==> src/design/debug_bank_params.svh <==
// register numbers, field masks and reset values of the debug register bank
`ifndef DEBUG_BANK_PARAMS_SVH
`define DEBUG_BANK_PARAMS_SVH

// ==========================================================
// register numbers
`define SPR_CMP_A 10'h090
`define SPR_CMP_B 10'h091
`define SPR_CMP_C 10'h092
`define SPR_CMP_D 10'h093
`define SPR_CAUSE 10'h094
`define SPR_EVENT_ENABLE 10'h095
`define SPR_COUNTER_A 10'h096
`define SPR_COUNTER_B 10'h097
`define SPR_CMP_E 10'h098
`define SPR_CMP_F 10'h099
`define SPR_CMP_G 10'h09a
`define SPR_CMP_H 10'h09b
`define SPR_LOAD_CTRL_ONE 10'h09c
`define SPR_LOAD_CTRL_TWO 10'h09d
`define SPR_FETCH_CTRL 10'h09e
`define SPR_BREAK_ADDR 10'h09f
`define SPR_PORT_DATA 10'h276
`define SPR_BANK_FIRST `SPR_CMP_A
`define SPR_BANK_LAST `SPR_BREAK_ADDR

// ==========================================================
// bank entry indices (register number minus first number)
`define IDX_CAUSE 4'h4
`define IDX_FETCH_CTRL 4'he
`define IDX_LAST_SHORT_CMP 4'h3

// ==========================================================
// field masks, field bit 0 sits at vector bit 31
`define SHORT_CMP_MASK 32'hfffffffc
`define PORT_TRAP_MASK 32'h000000f0
`define PORT_TRAP_LSB 5'h04
`define SHOW_CYCLE_LSB 5'h00

// ==========================================================
// reset values
`define BANK_RESET 32'h00000000
`define FETCH_CTRL_RESET 32'h00000000
`define SHOW_CYCLE_RESET 2'h0

`endif

==> src/design/debug_pkg.sv <==
// types shared by the debug register bank
package debug_pkg;

    // ==========================================================
    // fetch bus control word, first field in the top bits
    typedef struct packed {
        logic [2:0] compare_type_first;
        logic [2:0] compare_type_second;
        logic [2:0] compare_type_third;
        logic [2:0] compare_type_fourth;
        logic [1:0] fetch_watchpoint_first;
        logic [1:0] fetch_watchpoint_second;
        logic [1:0] fetch_watchpoint_third;
        logic [1:0] fetch_watchpoint_fourth;
        logic [3:0] software_trap_enable;
        logic [3:0] port_trap_enable;
        logic skip_first_match;
        logic fetch_sync_disable;
        logic [1:0] show_cycle_select;
    } fetch_bus_control_t;

    // ==========================================================
    // one register move from the core
    typedef struct packed {
        logic valid;
        logic write;
        logic [9:0] num;
        logic [31:0] wdata;
    } spr_request_t;

    // ==========================================================
    // decoded instruction comparator kind
    typedef enum logic [2:0] {
        CMP_OFF = 3'h0,
        CMP_EQ = 3'h1,
        CMP_LT = 3'h3,
        CMP_GT = 3'h2,
        CMP_NE = 3'h6
    } compare_kind_t;

endpackage : debug_pkg

==> src/design/debug_support_register_bank.sv <==
// development-support register bank reached by register moves
// What this block does
// registers reached only through register move numbers
// decode numbers 144-159 and 630 to registers
// supervisor read, debug off: read, clear cause
// debug on, not halted: read, keep cause
// halted in debug: read, cause read clears
// user read: exception, no read, no clear
// allowed writes performed, port data only when halted in debug, cause writes always ignored
// debug on, not halted: whole write discarded
// user write: exception, write not performed
// comparators A-D hold thirty address bits
// comparators E-F hold full address words
// comparators G-H hold full data words
// fetch control packs compare, watch, trap fields
// compare type decoded off, eq, lt, gt, ne
// port trap enables read-only to software
// new show-cycle value acts after one following instruction
// fetch control cleared by reset
`timescale 1ns/1ps
`include "debug_bank_params.svh"

module debug_support_register_bank (
    input wire logic mclk,
    input wire logic rst_b,
    input wire debug_pkg::spr_request_t spr_req,
    input wire logic user_privilege_flag,
    input wire logic debug_mode_enable,
    input wire logic in_debug_mode,
    input wire logic instr_done,
    input wire logic [31:0] cause_events,
    input wire logic port_data_load,
    input wire logic [31:0] port_data_in,
    input wire logic port_trap_load,
    input wire logic [3:0] port_trap_value,
    output logic spr_ack,
    output logic [31:0] spr_rdata,
    output logic program_exception,
    output logic [31:0] debug_cause,
    output logic [31:0] debug_event_enable,
    output debug_pkg::fetch_bus_control_t fetch_bus_control,
    output logic [1:0] show_cycle_active,
    output debug_pkg::compare_kind_t [3:0] compare_kind,
    output logic [31:0] port_data
);
    localparam int unsigned BANK_SIZE = 16;

    // ==========================================================
    // decode
    logic [9:0] bank_offset;
    logic [3:0] bank_idx;
    logic hit_bank;
    logic hit_port;
    logic hit;
    logic is_cause;
    logic is_fetch_ctrl;
    logic raise_exception;
    logic do_read;
    logic clear_cause;
    logic port_read_valid;
    logic do_write;
    logic write_fetch_ctrl;

    always_comb
    begin
        bank_offset = spr_req.num - `SPR_BANK_FIRST;
        bank_idx = bank_offset[3:0];

        hit_bank = spr_req.num >= `SPR_BANK_FIRST
            && spr_req.num <= `SPR_BANK_LAST;
        hit_port = spr_req.num == `SPR_PORT_DATA;
        hit = spr_req.valid && (hit_bank || hit_port);
        is_cause = spr_req.num == `SPR_CAUSE;
        is_fetch_ctrl = spr_req.num == `SPR_FETCH_CTRL;
        write_fetch_ctrl = hit && do_write && is_fetch_ctrl;
    end

    spr_access_policy u_policy (
        .user_privilege_flag(user_privilege_flag),
        .debug_mode_enable(debug_mode_enable),
        .in_debug_mode(in_debug_mode),
        .is_write(spr_req.write),
        .is_cause(is_cause),
        .is_port(hit_port),
        .raise_exception(raise_exception),
        .do_read(do_read),
        .clear_cause(clear_cause),
        .port_read_valid(port_read_valid),
        .do_write(do_write)
    );

    // ==========================================================
    // register bank, one entry per number 144 to 159
    logic [31:0] bank_q [BANK_SIZE];
    logic [31:0] bank_d [BANK_SIZE];

    generate
        for (genvar i = 0; i < BANK_SIZE; i++)
        begin : g_entry
            localparam logic [3:0] IDX = 4'(i);
            localparam logic [31:0] MASK =
                (i <= `IDX_LAST_SHORT_CMP) ? `SHORT_CMP_MASK :
                (i == `IDX_FETCH_CTRL) ? ~`PORT_TRAP_MASK :
                32'hffffffff;
            localparam logic [31:0] RST =
                (i == `IDX_FETCH_CTRL) ? `FETCH_CTRL_RESET : `BANK_RESET;
            logic entry_write;

            always_comb
            begin
                entry_write = hit && hit_bank && do_write && bank_idx == IDX;
                bank_d[i] = bank_q[i];
                if (entry_write)
                begin

                    bank_d[i] = (bank_q[i] & ~MASK) | (spr_req.wdata & MASK);
                end
                if (i == `IDX_CAUSE)
                begin
                    if (hit && clear_cause)
                    begin
                        bank_d[i] = `BANK_RESET;
                    end
                    // new events win over a clearing read
                    bank_d[i] = bank_d[i] | cause_events;
                end
                if (i == `IDX_FETCH_CTRL && port_trap_load)
                begin
                    bank_d[i][`PORT_TRAP_LSB +: 4] = port_trap_value;
                end
            end

            always_ff @(posedge mclk)
            begin
                if (!rst_b)
                begin
                    bank_q[i] <= RST;
                end
                else
                begin
                    bank_q[i] <= bank_d[i];
                end
            end
        end
    endgenerate

    // ==========================================================
    // port data word, shared with the serial port side
    logic [31:0] port_q;
    logic [31:0] port_d;

    always_comb
    begin
        port_d = port_q;
        if (port_data_load)
        begin
            port_d = port_data_in;
        end
        if (hit && hit_port && do_write)
        begin
            port_d = spr_req.wdata;
        end
    end

    always_ff @(posedge mclk)
    begin
        if (!rst_b)
        begin
            port_q <= `BANK_RESET;
        end
        else
        begin
            port_q <= port_d;
        end
    end

    // ==========================================================
    // answer to the core
    logic ack_q;
    logic ack_d;
    logic exc_q;
    logic exc_d;
    logic [31:0] rdata_q;
    logic [31:0] rdata_d;

    always_comb
    begin
        ack_d = hit;
        exc_d = hit && raise_exception;
        rdata_d = 32'h00000000;
        if (hit && do_read)
        begin
            if (hit_port)
            begin
                // indeterminate outside debug mode, shown as zero
                rdata_d = port_read_valid ? port_q : 32'h00000000;
            end
            else
            begin
                rdata_d = bank_q[bank_idx];
            end
        end
    end

    always_ff @(posedge mclk)
    begin
        if (!rst_b)
        begin
            ack_q <= 1'b0;
            exc_q <= 1'b0;
            rdata_q <= 32'h00000000;
        end
        else
        begin
            ack_q <= ack_d;
            exc_q <= exc_d;
            rdata_q <= rdata_d;
        end
    end

    // ==========================================================
    // show-cycle select delayed by one following instruction
    logic pend_q;
    logic pend_d;
    logic [1:0] pend_val_q;
    logic [1:0] pend_val_d;
    logic [1:0] show_q;
    logic [1:0] show_d;

    always_comb
    begin
        pend_d = pend_q;
        pend_val_d = pend_val_q;
        show_d = show_q;
        if (pend_q && instr_done)
        begin
            show_d = pend_val_q;
            pend_d = 1'b0;
        end
        if (write_fetch_ctrl)
        begin
            pend_d = 1'b1;
            pend_val_d = spr_req.wdata[`SHOW_CYCLE_LSB +: 2];
        end
    end

    always_ff @(posedge mclk)
    begin
        if (!rst_b)
        begin
            pend_q <= 1'b0;
            pend_val_q <= `SHOW_CYCLE_RESET;
            show_q <= `SHOW_CYCLE_RESET;
        end
        else
        begin
            pend_q <= pend_d;
            pend_val_q <= pend_val_d;
            show_q <= show_d;
        end
    end

    // ==========================================================
    // decoded compare kinds of the four fetch comparators
    debug_pkg::fetch_bus_control_t fetch_ctrl;
    logic [2:0] type_field [4];
    debug_pkg::compare_kind_t kind_d [4];
    debug_pkg::compare_kind_t [3:0] kind_q;

    always_comb
    begin
        fetch_ctrl = bank_q[`IDX_FETCH_CTRL];
        type_field[0] = fetch_ctrl.compare_type_first;
        type_field[1] = fetch_ctrl.compare_type_second;
        type_field[2] = fetch_ctrl.compare_type_third;
        type_field[3] = fetch_ctrl.compare_type_fourth;
    end

    generate
        for (genvar k = 0; k < 4; k++)
        begin : g_kind
            compare_type_decode u_decode (
                .compare_type(type_field[k]),
                .kind(kind_d[k])
            );

            always_ff @(posedge mclk)
            begin
                if (!rst_b)
                begin
                    kind_q[k] <= debug_pkg::CMP_OFF;
                end
                else
                begin
                    kind_q[k] <= kind_d[k];
                end
            end
        end
    endgenerate

    // ==========================================================
    // outputs
    assign spr_ack = ack_q;
    assign spr_rdata = rdata_q;
    assign program_exception = exc_q;
    assign debug_cause = bank_q[`IDX_CAUSE];
    assign debug_event_enable = bank_q[5];
    assign fetch_bus_control = bank_q[`IDX_FETCH_CTRL];
    assign show_cycle_active = show_q;
    assign compare_kind = kind_q;
    assign port_data = port_q;

    // ==========================================================
    // checks
    a_user_read_exc: assert property (
        @(posedge mclk) disable iff (!rst_b)
        hit && user_privilege_flag |=> exc_q && ack_q
        && rdata_q == 32'h00000000)
        else $error("user access did not raise exception");

    a_user_keeps_cause: assert property (
        @(posedge mclk) disable iff (!rst_b)
        hit && is_cause && user_privilege_flag && cause_events == 32'h0
        |=> $stable(bank_q[`IDX_CAUSE]))
        else $error("user access changed cause");

    a_read_clears_cause: assert property (@(posedge mclk)
        disable iff (!rst_b)
        hit && is_cause && !spr_req.write && !user_privilege_flag
        && (!debug_mode_enable || in_debug_mode) && cause_events == 32'h0
        |=> bank_q[`IDX_CAUSE] == 32'h0
        && rdata_q == $past(bank_q[`IDX_CAUSE]))
        else $error("cause not cleared by read");

    a_read_keeps_cause: assert property (@(posedge mclk)
        disable iff (!rst_b)
        hit && is_cause && !spr_req.write && !user_privilege_flag
        && debug_mode_enable && !in_debug_mode && cause_events == 32'h0
        |=> $stable(bank_q[`IDX_CAUSE]))
        else $error("cause cleared outside debug mode");

    a_cause_write_ignored: assert property (@(posedge mclk)
        disable iff (!rst_b)
        hit && is_cause && spr_req.write && cause_events == 32'h0
        && !(~spr_req.wdata == 32'h0 && bank_q[`IDX_CAUSE] == 32'h0)
        |=> $stable(bank_q[`IDX_CAUSE]))
        else $error("cause register took a write");

    a_port_write_discard: assert property (@(posedge mclk)
        disable iff (!rst_b)
        hit && hit_port && spr_req.write && !port_data_load
        && (!debug_mode_enable || !in_debug_mode)
        |=> $stable(port_q))
        else $error("port data written when not allowed");

    a_port_write_done: assert property (@(posedge mclk)
        disable iff (!rst_b)
        hit && hit_port && spr_req.write && !user_privilege_flag
        && debug_mode_enable && in_debug_mode
        |=> port_q == $past(spr_req.wdata))
        else $error("port data write lost in debug mode");

    a_port_trap_ro: assert property (
        @(posedge mclk) disable iff (!rst_b)
        write_fetch_ctrl && !port_trap_load
        |=> $stable(bank_q[`IDX_FETCH_CTRL][`PORT_TRAP_LSB +: 4])
        && bank_q[`IDX_FETCH_CTRL][31:8] == $past(spr_req.wdata[31:8]))
        else $error("port trap bits written by software");

    a_short_cmp_mask: assert property (
        @(posedge mclk) disable iff (!rst_b)
        hit && do_write && spr_req.num == `SPR_CMP_A
        |=> bank_q[0] == {$past(spr_req.wdata[31:2]), $past(bank_q[0][1:0])})
        else $error("comparator A reserved bits written");

    a_show_delay: assert property (
        @(posedge mclk) disable iff (!rst_b)
        write_fetch_ctrl && !(pend_q && instr_done)
        |=> show_q == $past(show_q) ##0 (!instr_done [*1] ##1 1'b1)
        or (instr_done ##1 show_q == $past(spr_req.wdata[1:0], 2)))
        else $error("show-cycle select applied at wrong time");

    a_fetch_reset: assert property (@(posedge mclk)
        !rst_b |=> bank_q[`IDX_FETCH_CTRL] == 32'h0 && show_q == 2'h0)
        else $error("fetch control not cleared by reset");

    a_kind_off: assert property (
        @(posedge mclk) disable iff (!rst_b)
        !bank_q[`IDX_FETCH_CTRL][31] && $stable(bank_q[`IDX_FETCH_CTRL])
        |=> kind_q[0] == debug_pkg::CMP_OFF)
        else $error("inactive comparator decoded as active");

endmodule : debug_support_register_bank

==> src/design/spr_access_policy.sv <==
// privilege and debug-state gate for register moves
`timescale 1ns/1ps
`include "debug_bank_params.svh"

module spr_access_policy (
    input wire logic user_privilege_flag,
    input wire logic debug_mode_enable,
    input wire logic in_debug_mode,
    input wire logic is_write,
    input wire logic is_cause,
    input wire logic is_port,
    output logic raise_exception,
    output logic do_read,
    output logic clear_cause,
    output logic port_read_valid,
    output logic do_write
);
    logic allowed_state;

    always_comb
    begin
        allowed_state = !debug_mode_enable || in_debug_mode;
        raise_exception = user_privilege_flag;
        do_read = !is_write && !user_privilege_flag;
        clear_cause = do_read && is_cause && allowed_state;
        port_read_valid = debug_mode_enable && in_debug_mode;

        do_write = is_write && !user_privilege_flag && allowed_state
            && !is_cause && !(is_port && !debug_mode_enable);
    end

endmodule : spr_access_policy

==> src/design/compare_type_decode.sv <==
// decodes one 3-bit instruction compare-type field
`timescale 1ns/1ps

module compare_type_decode (
    input wire logic [2:0] compare_type,
    output debug_pkg::compare_kind_t kind
);
    always_comb
    begin

        case (compare_type)
            3'h4: kind = debug_pkg::CMP_EQ;
            3'h5: kind = debug_pkg::CMP_LT;
            3'h6: kind = debug_pkg::CMP_GT;
            3'h7: kind = debug_pkg::CMP_NE;
            default: kind = debug_pkg::CMP_OFF;
        endcase
    end

endmodule : compare_type_decode

==> config.mk <==
export PLATFORM = sky130hd
export DESIGN_NAME = debug_support_register_bank
export DESIGN_NICKNAME = d
export VERILOG_FILES = /design/src/design/debug_pkg.sv /design/src/design/debug_support_register_bank.sv /design/src/design/spr_access_policy.sv /design/src/design/compare_type_decode.sv
export VERILOG_INCLUDE_DIRS = /design/src /design/src/design
export SDC_FILE = /design/constraint.sdc
export NUM_CORES = 1
export LEC_CHECK = 0
export ABC_AREA = 0
export BUFFER_PORTS_ARGS = -buffer_cell sky130_fd_sc_hd__clkbuf_2
export CAP_MARGIN = 10
export CORE_ASPECT_RATIO = 1.5
export CORE_MARGIN = 2
export CORE_UTILIZATION = 48
export DETAILED_ROUTE_END_ITERATION = 16
export PLACE_DENSITY_LB_ADDON = 0.05
export SYNTH_ARGS = -nofsm -noshare
export SYNTH_HDL_FRONTEND = slang
export SYNTH_SLANG_ARGS = --single-unit
==> constraint.sdc <==
create_clock -name mclk -period 5.79 [get_ports mclk]
set_clock_uncertainty 0.15 [all_clocks]
set_input_delay 0.2895 -clock mclk [delete_from_list [all_inputs] [get_ports mclk]]
set_output_delay 0.2895 -clock mclk [all_outputs]
set_load 0.01 [all_outputs]
==> impl_metrics.json <==
{
  "synth_ff_type": "dfxtp_1",
  "finalSetupViolations": 0,
  "rsz0062_at_grt": "no",
  "dp.cells": 2804,
  "place.gp.congestion": 0.801,
  "routed_wl_um": 78500,
  "synth_warnings": 0,
  "vdd_drop_max_v": 0.000242,
  "ios": 296,
  "crit_required_ps": 6140,
  "hold_path_class": "primary input to flop",
  "drt_iter0_drc": 1071,
  "status": "finished, final reports clean",
  "portBuffers": 295,
  "numCtsBuffers": 57,
  "synth.distinct_cells": 43,
  "crit_path_start_kind": "primary input",
  "cts_sinks": 587,
  "start_util_pct": 48.7,
  "grt_usage_pct": 28.7,
  "hold_end": "bank_q[8][13]",
  "grt_pass1_vias": 18100,
  "slew_violations": 0,
  "grt_max_degree": 101,
  "final_cell_mix": "dfxtp_1, clkbuf_2, and2_1",
  "dieHeight_um": 287,
  "drcViolationCount": 0,
  "arrival_ps": 3760,
  "die_w_um": 193,
  "p_leak_nw": 13.0,
  "worst_pin_slew_ps": 1230,
  "cap_violations": 0,
  "area_delta_synth_final_pct": 20.7,
  "dp_hpwl_um": 49000,
  "ant_nets": 0,
  "tritoncts": "built",
  "nets": 2432,
  "rrSetupSlack_ps": 3890,
  "timing.hold.ws_ps": 28.2,
  "reg2reg_from": "port_data[0]",
  "clk_pin_slew_worst_paths_ps": 60,
  "fin_setup_tns_ps": 0,
  "cts_buffer_depth": 3,
  "hp-start": "spr_req[13]",
  "min_period_over_period_pct": 59.0,
  "period_needed_ps": 3410,
  "wl_per_cell_um": 25.8,
  "via_per_inst": 5.72,
  "synth_edf_count": 288,
  "n_fill_cell": 4285,
  "path_max_fanout": 58,
  "cp-end-kind": "flop",
  "whs_path_depth": 2,
  "die-area_um2": 55300,
  "insertedDiodeCount": 0,
  "drtPass1Iterations": 6,
  "postSynthAreaPerCell_um2": 13.0,
  "reg2reg_to": "port_data[0]",
  "antenna_found_initial": 3,
  "grt_pass1_wl_um": 116000,
  "postCtsSetupBuffers": 0,
  "clock-root-buffer": "clkbuf_16",
  "drive_above_1_share_pct": 25.6,
  "worst-setup-path-type": "primary input to flop",
  "vias": 17400,
  "core-area_um2": 52700,
  "final_common_cell": "dfxtp_1",
  "ys_seq_area_share_pct": 57.1,
  "max_freq_mhz": 293,
  "reg2reg_depth": 4,
  "rows": 103,
  "h-tree-depth": 2,
  "syn_area_um2": 25600,
  "fin_util_pct": 58.7,
  "fin_ws_ps": 2380,
  "pre_cts_slack_ps": 2360,
  "async_flop_share_pct": 0,
  "overflow": 0,
  "hold_violations": 0,
  "synth_cells": 1970,
  "slew_headroom_pct": 18.0,
  "clk_latency_ps": 620,
  "syn_nets": 2090,
  "instances_no_fill": 3043,
  "p_per_area_nw_per_um2": 288,
  "ys_seq_elements": 587
}
## per-stage QoR
stage               instance area (um^2)  total power [mW]
floorplan                          25600              4.99
global placement                   27700              5.22
detailed placement                 27800              5.24
finish                             31000              8.92
CTS                                31000              9.01
global route                       31000              9.20
## state kept, by name, summed over array words and instances, names as in the netlist
| register | count |
|---|---|
| spr_rdata | 32 |
| pend_val_q | 2 |
| spr_ack | 1 |
| pend_q | 1 |
| compare_kind | 12 |
| program_exception | 1 |
| show_cycle_active | 2 |
| port_data | 32 |
| bank_q | 504 |
## worst max path at each step
stage,cells past startpoint,to,startpoint
2_1_floorplan,6,bank_q[7][0],spr_req[37]
3_3_place_gp,6,port_data[29],spr_req[33]
3_5_place_dp,6,bank_q[8][11],spr_req[37]
4_1_cts,7,bank_q[8][11],rst_b
5_1_grt,7,port_data[0],spr_req[33]
6_report,7,port_data[4],spr_req[33]
## kinds of logic (layout without fill, tap and decap cells)
logic type,count (synthesis),count (layout),synth area share [%]
simple gates,617,617,12.5
flops,587,587,57.1
mux,406,406,22.1
buf+inv,185,576,3.00
compound gates,175,175,5.33
## synth_stat cells (2+ instances only)
cell	instances	area (um^2)
nand4_1	6	37.5
o21a_1	33	248
a41oi_1	2	17.5
nand3_1	4	20.0
mux2i_1	248	2480
dfxtp_1	299	5990
nand2_1	230	863
and2_1	289	1810
edfxtp_1	288	8650
o21ai_0	40	200
nor2b_1	9	56.3
or3b_1	2	17.5
a21boi_0	34	255
nor3_1	11	55.1
buf_4	3	22.5
a221o_1	30	300
mux2_2	32	360
nand2b_1	5	31.3
o211a_1	32	320
buf_1	12	45.0
mux4_2	126	2840
buf_2	34	170
a31oi_1	2	12.5
buf_6	3	33.8
clkbuf_1	131	492
and3_1	2	12.5
inv_1	2	7.51
nor2_1	46	173
## worst max-delay path: stages
cell           delay, ps
buf_6                570
nand4bb_1            360
nor4_1               570
nand4_1              590
buf_4                500
o211a_1              280
dlygate4sd3_1        560
## power breakdown
group	leakage, nW	internal [mW]	switching (mW)
registers	5.16	4.48	0.0633
logic	6.93	0.309	0.361
clock network	0.911	2.11	1.60
## routing by layer
layer	up-vias	global-route usage [%]	wire length, um
li1	7811	-	-
met1	8940	35.8	31000
met2	536	51.7	41300
met3	123	3.74	4100
met4	2	8.34	2070
met5	-	0	16
## cell type report
type	instances	area, um^2	share of cell area [%]
Multi-Input combinational cell	1198	10400	33.7
Tap cell	682	853	2.76
Clock buffer	97	1810	5.84
Clock inverter	11	53.8	0.174
Sequential cell	587	14600	47.3
Inverter	2	7.51	0.0243
Timing Repair Buffer	466	3170	10.2
## timing repair
item                                    4_1_cts  5_1_grt
hold buffers                                131        0
endpoints found under the hold margin       222        0
resized for setup                             0        0
endpoints found under the setup margin        0        0
(Power assumes the default switching activity.)
